**src/sarc_map.vh**
```
/*
 Register map, field positions, reset values and timing counts of the
 successive-approximation converter control block.
 Assumes inclusion by bare name from the block's design files.
*/
`ifndef SARC_MAP_VH
`define SARC_MAP_VH

// ----------------------------------------------------------------------
// Register indexes; the APB byte address is four times the index
// ----------------------------------------------------------------------
`define SARC_IDX_REF        10'h0B0
`define SARC_IDX_MODE       10'h0B1
`define SARC_IDX_HIGH       10'h0B2
`define SARC_IDX_CTRL       10'h0B3
`define SARC_IDX_IRQ_STAT   10'h0B4
`define SARC_IDX_IRQ_EN     10'h0B5
`define SARC_IDX_IRQ_CLR    10'h0B6
`define SARC_ADDR_REF       {`SARC_IDX_REF, 2'b00}
`define SARC_ADDR_HIGH      {`SARC_IDX_HIGH, 2'b00}
`define SARC_ADDR_CTRL      {`SARC_IDX_CTRL, 2'b00}
`define SARC_ADDR_MODE      {`SARC_IDX_MODE, 2'b00}
`define SARC_ADDR_IRQ_STAT  {`SARC_IDX_IRQ_STAT, 2'b00}
`define SARC_ADDR_IRQ_EN    {`SARC_IDX_IRQ_EN, 2'b00}
`define SARC_ADDR_IRQ_CLR   {`SARC_IDX_IRQ_CLR, 2'b00}

// ----------------------------------------------------------------------
// Field positions
// ----------------------------------------------------------------------
`define SARC_REF_EXT_BIT    7
`define SARC_CTRL_DIV1_BIT  6
`define SARC_CTRL_RES_BIT   5
`define SARC_CTRL_DIV0_BIT  4
`define SARC_MODE_START_BIT 6
`define SARC_MODE_DONE_BIT  5

// ----------------------------------------------------------------------
// Reset values
// ----------------------------------------------------------------------
`define SARC_REF_RESET      8'h00
`define SARC_CTRL_RESET     3'h0

// ----------------------------------------------------------------------
// Divider codes and timing counts
// ----------------------------------------------------------------------
`define SARC_DIV_CODE_16    2'h0
`define SARC_DIV_CODE_8     2'h1
`define SARC_DIV_CODE_1     2'h2
`define SARC_DIV_CODE_2     2'h3
`define SARC_QUARTERS_12B   16
`define SARC_QUARTERS_8B    12
`define SARC_QUARTER_TICKS  4
`define SARC_CYCLES_12B     (`SARC_QUARTERS_12B * `SARC_QUARTER_TICKS)
`define SARC_CYCLES_8B      (`SARC_QUARTERS_8B * `SARC_QUARTER_TICKS)

`endif

```
**src/sarc_clkdiv.v**
```verilog
/*
 Converter clock enable divider: a one-cycle pulse at pclk/1, /2, /8 or
 /16 from a two-bit divider code.
 Assumes it is held idle (run low) between conversions.
*/
`timescale 1ns/1ps
`default_nettype none
`include "sarc_map.vh"

module sarc_clkdiv
(
    // Clock and reset
    input  wire       pclk,
    input  wire       presetn,
    // Control
    input  wire       run,       // Count while high
    input  wire [1:0] div_code,  // Latched divider code
    // Output
    output wire       tick       // Converter clock enable
);

    // ------------------------------------------------------------------
    // Divide ratio decode
    // ------------------------------------------------------------------
    reg  [3:0] cnt_reg;          // Free counter inside a conversion
    reg  [3:0] last_val;         // Terminal count for the ratio

    // Ratio lookup
    always @*
    begin
        case (div_code)
            `SARC_DIV_CODE_16: last_val = 4'hF;
            `SARC_DIV_CODE_8:  last_val = 4'h7;
            `SARC_DIV_CODE_1:  last_val = 4'h0;
            default:           last_val = 4'h1;
        endcase
    end

    // ------------------------------------------------------------------
    // Counter
    // ------------------------------------------------------------------
    // Restarts each conversion so timing is exact from the start bit
    always @(posedge pclk or negedge presetn)
    begin
        if (!presetn)
            cnt_reg <= 4'h0;
        else if (!run || cnt_reg == last_val)
            cnt_reg <= 4'h0;
        else
            cnt_reg <= cnt_reg + 4'h1;
    end

    assign tick = run && (cnt_reg == last_val);

endmodule
`default_nettype wire

```
**src/sarc_seq.v**
```verilog
/*
 Conversion sequencer: counts converter clock ticks and raises a
 one-cycle completion pulse after 48 or 64 ticks.
 Assumes tick is a one-cycle enable from the divider.
*/
`timescale 1ns/1ps
`default_nettype none
`include "sarc_map.vh"

module sarc_seq
(
    // Clock and reset
    input  wire pclk,
    input  wire presetn,
    // Control
    input  wire busy,     // Conversion in progress
    input  wire res12,    // Latched resolution, 1 = 12-bit
    input  wire tick,     // Converter clock enable
    // Output
    output wire finish    // Last tick of the conversion
);

    // ------------------------------------------------------------------
    // Tick counter
    // ------------------------------------------------------------------
    localparam integer LAST_12_I = `SARC_CYCLES_12B - 1;
    localparam integer LAST_8_I  = `SARC_CYCLES_8B - 1;
    // Seven bits hold the longest count
    localparam [6:0] LAST_12 = LAST_12_I[6:0];
    localparam [6:0] LAST_8  = LAST_8_I[6:0];

    reg  [6:0] ticks_reg;        // Ticks seen so far
    wire [6:0] last_tick;        // Final tick index

    assign last_tick = res12 ? LAST_12 : LAST_8;

    // Cleared between conversions
    always @(posedge pclk or negedge presetn)
    begin
        if (!presetn)
            ticks_reg <= 7'h00;
        else if (!busy)
            ticks_reg <= 7'h00;
        else if (tick)
            ticks_reg <= ticks_reg + 7'h01;
    end

    assign finish = busy && tick && (ticks_reg == last_tick);

endmodule
`default_nettype wire

```
**src/sarc_top.v**
```verilog
/*
 Converter control: APB registers, reference selection, result buffer,
 conversion timing and a done interrupt.
 Assumes an analog front end that returns a 12-bit code on sample_code
 when the conversion ends, synchronous to pclk.
*/
// The APB register port was left to the implementer.
`timescale 1ns/1ps
`default_nettype none
`include "sarc_map.vh"

// Behaviour
// - Result is unsigned binary, n/4096 of reference
// - Low four result bits in control register
// - Result registers carry no reset value
// - External enable routes reference from shared pin
// - Otherwise internal reference, pin stays general
// - Level field picks supply, 4, 3, 2 V
// - Interval runs from start to done
// - Twelve-bit conversion takes 64 converter clocks
// - Eight-bit conversion takes 48 converter clocks
// - Converter clock is pclk over 1,2,8,16
// - Out-of-range input saturates to zero or full
// - Divider code 00/01/10/11 = 16/8/1/2
// - Resolution bit 0 eight-bit, 1 twelve-bit
// - End clears start bit and sets done
// - Eight-bit result lands in high byte
module sarc_top
(
    // Clock and reset
    input  wire        pclk,
    input  wire        presetn,
    // APB slave
    input  wire        psel,
    input  wire        penable,
    input  wire        pwrite,
    input  wire [11:0] paddr,
    input  wire [31:0] pwdata,
    output reg  [31:0] prdata,
    output wire        pready,
    output wire        pslverr,
    // Analog front end
    input  wire [11:0] sample_code,     // Raw code from the array
    input  wire        sample_under,    // Input below low reference
    input  wire        sample_over,     // Input above high reference
    output wire        sample_run,      // Converter active
    output wire        sample_res12,    // Latched resolution
    // Reference selection
    output wire        ext_ref_select,  // Reference from shared pin
    output wire [1:0]  int_ref_level,   // Internal level code
    output wire        shared_pin_free, // Pin usable as GPIO/channel 0
    // Interrupt
    output wire        irq
);

    // ------------------------------------------------------------------
    // Registers
    // ------------------------------------------------------------------
    reg        ext_ref_reg;        // External reference enable
    reg  [1:0] ref_level_reg;      // Internal reference level
    reg  [1:0] div_reg;            // Converter clock divider code
    reg        res_reg;            // Resolution select
    reg        start_reg;          // Conversion start / busy
    reg        done_reg;           // End of conversion flag
    reg  [1:0] div_lat_reg;        // Divider held for the conversion
    reg        res_lat_reg;        // Resolution held for the conversion
    reg  [7:0] high_reg;           // Result bits 11..4
    reg  [3:0] low_reg;            // Result bits 3..0
    reg        irq_stat_reg;       // Sticky done event
    reg        irq_en_reg;         // Interrupt enable
    reg  [1:0] under_s_reg;        // Synchroniser, under-range
    reg  [1:0] over_s_reg;         // Synchroniser, over-range

    // Reset images, sliced per field below
    localparam [7:0] REF_RESET  = `SARC_REF_RESET;
    localparam [2:0] CTRL_RESET = `SARC_CTRL_RESET;

    // ------------------------------------------------------------------
    // Bus decode
    // ------------------------------------------------------------------
    wire wr_en = psel && penable && pwrite;   // Write takes effect

    // Full match, low address bits included, so a byte offset
    // into a register counts as unmapped
    function addr_hit;
        input [11:0] addr;         // Bus address
        input [11:0] byte_addr;    // Register byte address
        begin
            addr_hit = (addr == byte_addr);
        end
    endfunction

    wire hit_ref  = addr_hit(paddr, `SARC_ADDR_REF);
    wire hit_high = addr_hit(paddr, `SARC_ADDR_HIGH);
    wire hit_ctrl = addr_hit(paddr, `SARC_ADDR_CTRL);
    wire hit_mode = addr_hit(paddr, `SARC_ADDR_MODE);
    wire hit_stat = addr_hit(paddr, `SARC_ADDR_IRQ_STAT);
    wire hit_en   = addr_hit(paddr, `SARC_ADDR_IRQ_EN);
    wire hit_clr  = addr_hit(paddr, `SARC_ADDR_IRQ_CLR);
    wire hit_any  = hit_ref | hit_high | hit_ctrl | hit_mode |
                    hit_stat | hit_en | hit_clr;

    // Zero wait state, unmapped access flagged as error
    assign pready  = 1'b1;
    assign pslverr = psel && penable && !hit_any;

    wire start_wr = wr_en && hit_mode && !start_reg &&
                    pwdata[`SARC_MODE_START_BIT];

    // ------------------------------------------------------------------
    // Submodules
    // ------------------------------------------------------------------
    wire tick;                     // Converter clock enable
    wire finish;                   // Final converter tick

    sarc_clkdiv u_div
    (
        .pclk     (pclk),
        .presetn  (presetn),
        .run      (start_reg),
        .div_code (div_lat_reg),
        .tick     (tick)
    );

    sarc_seq u_seq
    (
        .pclk    (pclk),
        .presetn (presetn),
        .busy    (start_reg),
        .res12   (res_lat_reg),
        .tick    (tick),
        .finish  (finish)
    );

    // ------------------------------------------------------------------
    // Range flag synchronisers
    // ------------------------------------------------------------------
    // Comparator flags are asynchronous to pclk
    always @(posedge pclk or negedge presetn)
    begin
        if (!presetn)
        begin
            under_s_reg <= 2'h0;
            over_s_reg  <= 2'h0;
        end
        else
        begin
            under_s_reg <= {under_s_reg[0], sample_under};
            over_s_reg  <= {over_s_reg[0], sample_over};
        end
    end

    // ------------------------------------------------------------------
    // Result shaping
    // ------------------------------------------------------------------
    reg [11:0] result_next;        // Code to be captured at done

    // Saturate first, then mask the unused nibble in 8-bit mode
    always @*
    begin
        if (over_s_reg[1])
            result_next = 12'hFFF;
        else if (under_s_reg[1])
            result_next = 12'h000;
        else
            result_next = sample_code;
        if (!res_lat_reg)
            result_next = {result_next[11:4], 4'h0};
    end

    // ------------------------------------------------------------------
    // Result buffer, deliberately without reset
    // ------------------------------------------------------------------
    // Both halves load on the same edge as done
    always @(posedge pclk)
    begin
        if (finish)
        begin
            high_reg <= result_next[11:4];
            low_reg  <= result_next[3:0];
        end
    end

    // ------------------------------------------------------------------
    // Configuration registers
    // ------------------------------------------------------------------
    always @(posedge pclk or negedge presetn)
    begin
        if (!presetn)
        begin
            ext_ref_reg   <= REF_RESET[`SARC_REF_EXT_BIT];
            ref_level_reg <= REF_RESET[1:0];
            div_reg       <= CTRL_RESET[1:0];
            res_reg       <= CTRL_RESET[2];
            irq_en_reg    <= 1'b0;
        end
        else if (wr_en)
        begin
            if (hit_ref)
            begin
                ext_ref_reg   <= pwdata[`SARC_REF_EXT_BIT];
                ref_level_reg <= pwdata[1:0];
            end
            if (hit_ctrl)
            begin
                div_reg <= {pwdata[`SARC_CTRL_DIV1_BIT],
                            pwdata[`SARC_CTRL_DIV0_BIT]};
                res_reg <= pwdata[`SARC_CTRL_RES_BIT];
            end
            if (hit_en)
                irq_en_reg <= pwdata[0];
        end
    end

    // ------------------------------------------------------------------
    // Conversion control
    // ------------------------------------------------------------------
    // Start is ignored while busy; writes of 0 cannot abort
    always @(posedge pclk or negedge presetn)
    begin
        if (!presetn)
        begin
            start_reg   <= 1'b0;
            done_reg    <= 1'b0;
            div_lat_reg <= 2'h0;
            res_lat_reg <= 1'b0;
        end
        else if (finish)
        begin
            start_reg <= 1'b0;
            done_reg  <= 1'b1;
        end
        else if (start_wr)
        begin
            start_reg   <= 1'b1;
            done_reg    <= 1'b0;
            div_lat_reg <= div_reg;
            res_lat_reg <= res_reg;
        end
        else if (wr_en && hit_mode && !pwdata[`SARC_MODE_DONE_BIT])
            done_reg <= 1'b0;
    end

    // ------------------------------------------------------------------
    // Interrupt status: set wins over clear
    // ------------------------------------------------------------------
    always @(posedge pclk or negedge presetn)
    begin
        if (!presetn)
            irq_stat_reg <= 1'b0;
        else if (finish)
            irq_stat_reg <= 1'b1;
        else if (wr_en && hit_clr && pwdata[0])
            irq_stat_reg <= 1'b0;
    end

    assign irq = irq_stat_reg && irq_en_reg;

    // ------------------------------------------------------------------
    // Read mux
    // ------------------------------------------------------------------
    reg [31:0] rd_word;            // Word selected by the address

    always @*
    begin
        rd_word = 32'h0000_0000;
        if (hit_ref)
            rd_word[7:0] = {ext_ref_reg, 5'h00, ref_level_reg};
        else if (hit_high)
            rd_word[7:0] = high_reg;
        else if (hit_ctrl)
            rd_word[7:0] = {1'b0, div_reg[1], res_reg, div_reg[0],
                            low_reg};
        else if (hit_mode)
            rd_word[7:0] = {1'b0, start_reg, done_reg, 5'h00};
        else if (hit_stat)
            rd_word[0] = irq_stat_reg;
        else if (hit_en)
            rd_word[0] = irq_en_reg;
    end

    // Read data captured in the setup phase; it then stands for the
    // whole access phase, at the cost of a one-cycle-old snapshot
    always @(posedge pclk or negedge presetn)
    begin
        if (!presetn)
            prdata <= 32'h0000_0000;
        else if (psel && !penable && !pwrite)
            prdata <= rd_word;
    end

    // ------------------------------------------------------------------
    // Reference and front-end outputs
    // ------------------------------------------------------------------
    assign ext_ref_select  = ext_ref_reg;
    assign int_ref_level   = ref_level_reg;
    assign shared_pin_free = !ext_ref_reg;
    assign sample_run      = start_reg;
    assign sample_res12    = res_lat_reg;

endmodule
`default_nettype wire

```
**config.mk**
```make
export PLATFORM = sky130hd
export DESIGN_NAME = sarc_top
export DESIGN_NICKNAME = d
export VERILOG_FILES = /design/src/sarc_clkdiv.v /design/src/sarc_seq.v /design/src/sarc_top.v
export VERILOG_INCLUDE_DIRS = /design/src
export SDC_FILE = /design/constraint.sdc
export NUM_CORES = 1
export LEC_CHECK = 0
export BUFFER_PORTS_ARGS = -buffer_cell sky130_fd_sc_hd__buf_2
export CAP_MARGIN = 20
export CORE_ASPECT_RATIO = 0.5
export CORE_MARGIN = 5
export CORE_UTILIZATION = 51
export CTS_CLUSTER_DIAMETER = 40
export DETAILED_ROUTE_END_ITERATION = 10
export GPL_TIMING_DRIVEN = 0
export PLACE_DENSITY = 0.85
export SYNTH_ARGS = -nofsm -noshare
export SYNTH_HDL_FRONTEND = slang
export SYNTH_HIERARCHICAL = 1
export SYNTH_SLANG_ARGS = --single-unit
```
**constraint.sdc**
```tcl
create_clock -name pclk -period 6.89 [get_ports pclk]
set_clock_uncertainty 0.1 [all_clocks]
set_input_delay 1.378 -clock pclk [delete_from_list [all_inputs] [get_ports pclk]]
set_output_delay 1.378 -clock pclk [all_outputs]
set_load 0.01 [all_outputs]
```
==> summary.md <==
| Metric | Value |
|---|---|
| Yosys top cell by area | dfrtp_1 |
| Flip-flop and latch count after synthesis | 48 |
| Max-cap viol count | 0 |
| Vias | 1,936 |
| Maximum root-to-sink buffer count | 2 |
| Hold depth | 0 |
| Initial antenna violation count | 0 |
| Remaining Overflow, GRT | 0 |
| Final estimated routing congestion in global placement | a little under 0.9 |
| Min-Delay Endpoint | over_s_reg[1] |
| Initial DRC Count | 116 |
| Most frequent cell after synthesis | dfrtp_1 |
| Period minus WS final | 3940 ps |
| Fillcell total | between 300 and 400 |
| Cell row count | 18 |
| Primary FF master, synth | dfrtp_1 |
| Hold Buf Count CTS | 0 |
| Fmax | 254 MHz |
| Synthesized area per cell | 10.7 µm² |
| Routed Antenna Nets | 0 |
| Status | finished clean |
| DRC errors left | 0 |
| Max IR drop VDD | 0.0940 mV |
| Max_slew headroom | between 40% and 50% |
| Worst reg2reg startpoint | u_div/cnt_reg[0] |
| Clock Sinks | 48 |
| Crit end category | output pin |
| Slew @ Worst Pin | around 800 ps |
| Root buffer cell | clkbuf_8 |
| Final setup violation count | 0 |
| Share of cells above drive strength 1 | around a third |
| First-pass GRT wire length | around 8.5 mm |
| CTS buffer count | 5 |
| Area of the core | about 0.0048 mm² |
| CTS clock-pin slew for the worst setup and hold paths | 90 ps |
| Hold Crit Class | reg2reg |
| Leakage | 1.51 nW |
| Distinct cells, synth | slightly below 50 |
| Reg2Reg Setup Slack | between 3000 and 4000 ps |
| Number of stages on the worst setup path | 5 |
| CTS resizes | 0 |
| WL/cell | 13.8 µm |
| Synth warn | 6 |
| Pins over their slew limit | 0 |
| Post-synth top cells | dfrtp_1 (36), buf_4 (25), nand2_1 (23), edfxtp_1 (12) |
| R2R depth | 9 |
| Final hold violations | 0 |
| Post-CTS Setup Repair Bufs | 0 |
| Pin count of the biggest net entering global routing | 37 |
| WP data required | about 5400 ps |
| Unrepaired setup endpoints after global routing | no |
| EDFF count, synth | 12 |
| P per Cell Area | about 170 mW/mm² |
| Clk_lat worst skew | ~300 ps |
| Vias per cell | ~5.0 |
| Hold WS | about 260 ps |
| I/O pins | between 100 and 150 |
| Pre-Repair DR Iteration Count | 4 |
| Cells along the critical path | buf_2, or4b_4, nor2_1, a31oi_1, buf_2 |
| Max FO, Critical Path | 5 |
| CP max stage delay | just under 600 ps |
| Worst Path Buf+Inv | 2 |
| Mapped Cells | 234 |
| Initial core utilization | between 50% and 60% |
| Die footprint | between 0.006 and 0.007 mm² |
| CTS tree | yes |
| Post-Syn Area | approximately 0.0025 mm² |
| ANT cells | 0 |
| Die X-Extent | 109 µm |
| Setup CP Type | in2out |
| Seq/Total Area, Yosys | between 50 and 60% |
| Async SR Flop Fraction | 75.0% |
| Gr usage total | ~17% |
| Final WL | 5.38 mm |
| Synth top area share | around 36% |
| Hold_sp | over_s_reg[0] |
| Startpoint class of the critical path | input pin |
| Final worst path period share | 57.2% |
| Post-DP HPWL | 4.22 mm |
| Most frequent cell on the critical path | buf_2 |
| Number of global-route vias before repair | about 1,900 |
| Worst r2r dst | div_lat_reg[0] |
| Area Growth Syn to Fin | 21.7% |
| Area contributors post-synth | dfrtp_1 (36%), edfxtp_1 (14%), buf_4 (7.5%) |
| Count of buffers from port buffering | 52 |
| Accumulated negative setup slack | 0 ps |
| Family with the most delay on the worst path | simple AND/OR/NAND/NOR gates |
| H-tree levels | 2 |
| Die height | 59.6 µm |
| Post-layout nets | ~380 |
| WP data arrival | ~2500 ps |
| Slowest-stage cell, CP | or4b_4 |
==> cell usage in the layout, fill, tap and decap left out, types with 6 or more instances in the layout <==
cell type	netlist	routed
a21o_1	9	9
a21oi_1	8	8
buf_2	0	52
buf_4	25	27
conb_1	2	25
dfrtp_1	36	36
edfxtp_1	12	12
inv_1	6	6
mux2_2	10	10
nand2_1	23	23
nand3_1	6	6
nor2_1	9	9
o21ai_0	10	10
==> layer usage <==
| layer | up-vias | global-route usage, % | part of all wire (%) |
|---|---|---|---|
| li1 | 947 | - | - |
| met1 | 896 | 19.8 | 39 |
| met2 | 77 | 30.0 | 51 |
| met3 | 16 | 4.13 | 8.4 |
| met4 | 0 | 8.27 | 2.2 |
| met5 | - | 0 | 0 |
==> worst register-to-register path, cell delays in order (launching register included) <==
cell and delay, ps:
dfrtp_1 440, xor2_1 180, nor4_2 450, o21a_1 330, nand4_1 250, nor4b_2 400
buf_4 240, nor2_1 60, nand2_1 110, mux2_2 350
==> worst max-delay path by stage <==
stage / start / end
CTS: paddr[8] / pslverr
global route: paddr[2] / pslverr
detailed placement: paddr[8] / pslverr
global placement: u_div/cnt_reg[3] / div_lat_reg[1]
finish: paddr[8] / pslverr
floorplan: u_div/cnt_reg[3] / div_lat_reg[0]
==> layout make-up <==
class / instances / area, µm² / share of cell area (%)
flip-flops and latches: 48 / 1260 / 41.3
multi-input cells: 172 / 1110 / 36.3
repair buffers: 54 / 275 / 9.02
plain buffers: 31 / 210 / 6.89
well taps: 70 / 87.6 / 2.87
clock buffers: 5 / 68.8 / 2.26
inverters: 6 / 22.5 / 0.738
clock inverters: 3 / 18.8 / 0.615
==> where the power goes <==
part           leakage, nW  switching [mW]  internal, mW
Combinational        0.855          0.0287        0.0235
Sequential           0.612        0.000481         0.292
Clock               0.0479          0.0943        0.0709
==> metrics by stage <==
| step | instance area (µm²) | instances | setup slack [ps] | utilization (%) | power, mW |
|---|---|---|---|---|---|
| 6_report | 3050 | 389 | 2950 | 63.0 | 0.510 |
| 5_1_grt | 3050 | 389 | 2860 | 63.0 | 0.533 |
| 4_1_cts | 3050 | 389 | 2940 | 63.0 | 0.513 |
| 3_5_place_dp | 2960 | 381 | 2950 | 61.2 | 0.350 |
| 3_3_place_gp | 2940 | 379 | 2240 | 60.7 | 0.348 |
| 2_1_floorplan | 2590 | 257 | 2890 | - | 0.329 |
==> kinds of logic after synthesis <==
group	after synthesis	synth area share, %
AND/OR/NAND/NOR	83	19.7
XOR/XNOR	8	2.79
AO/OA/AOI/OAI	38	9.73
other	2	0.300
adder cells (fa/ha/maj)	2	0.998
buffers and inverters	37	9.28
multiplexers	16	6.94
flip-flops	48	50.3
Power figures use the tool's default switching activity.
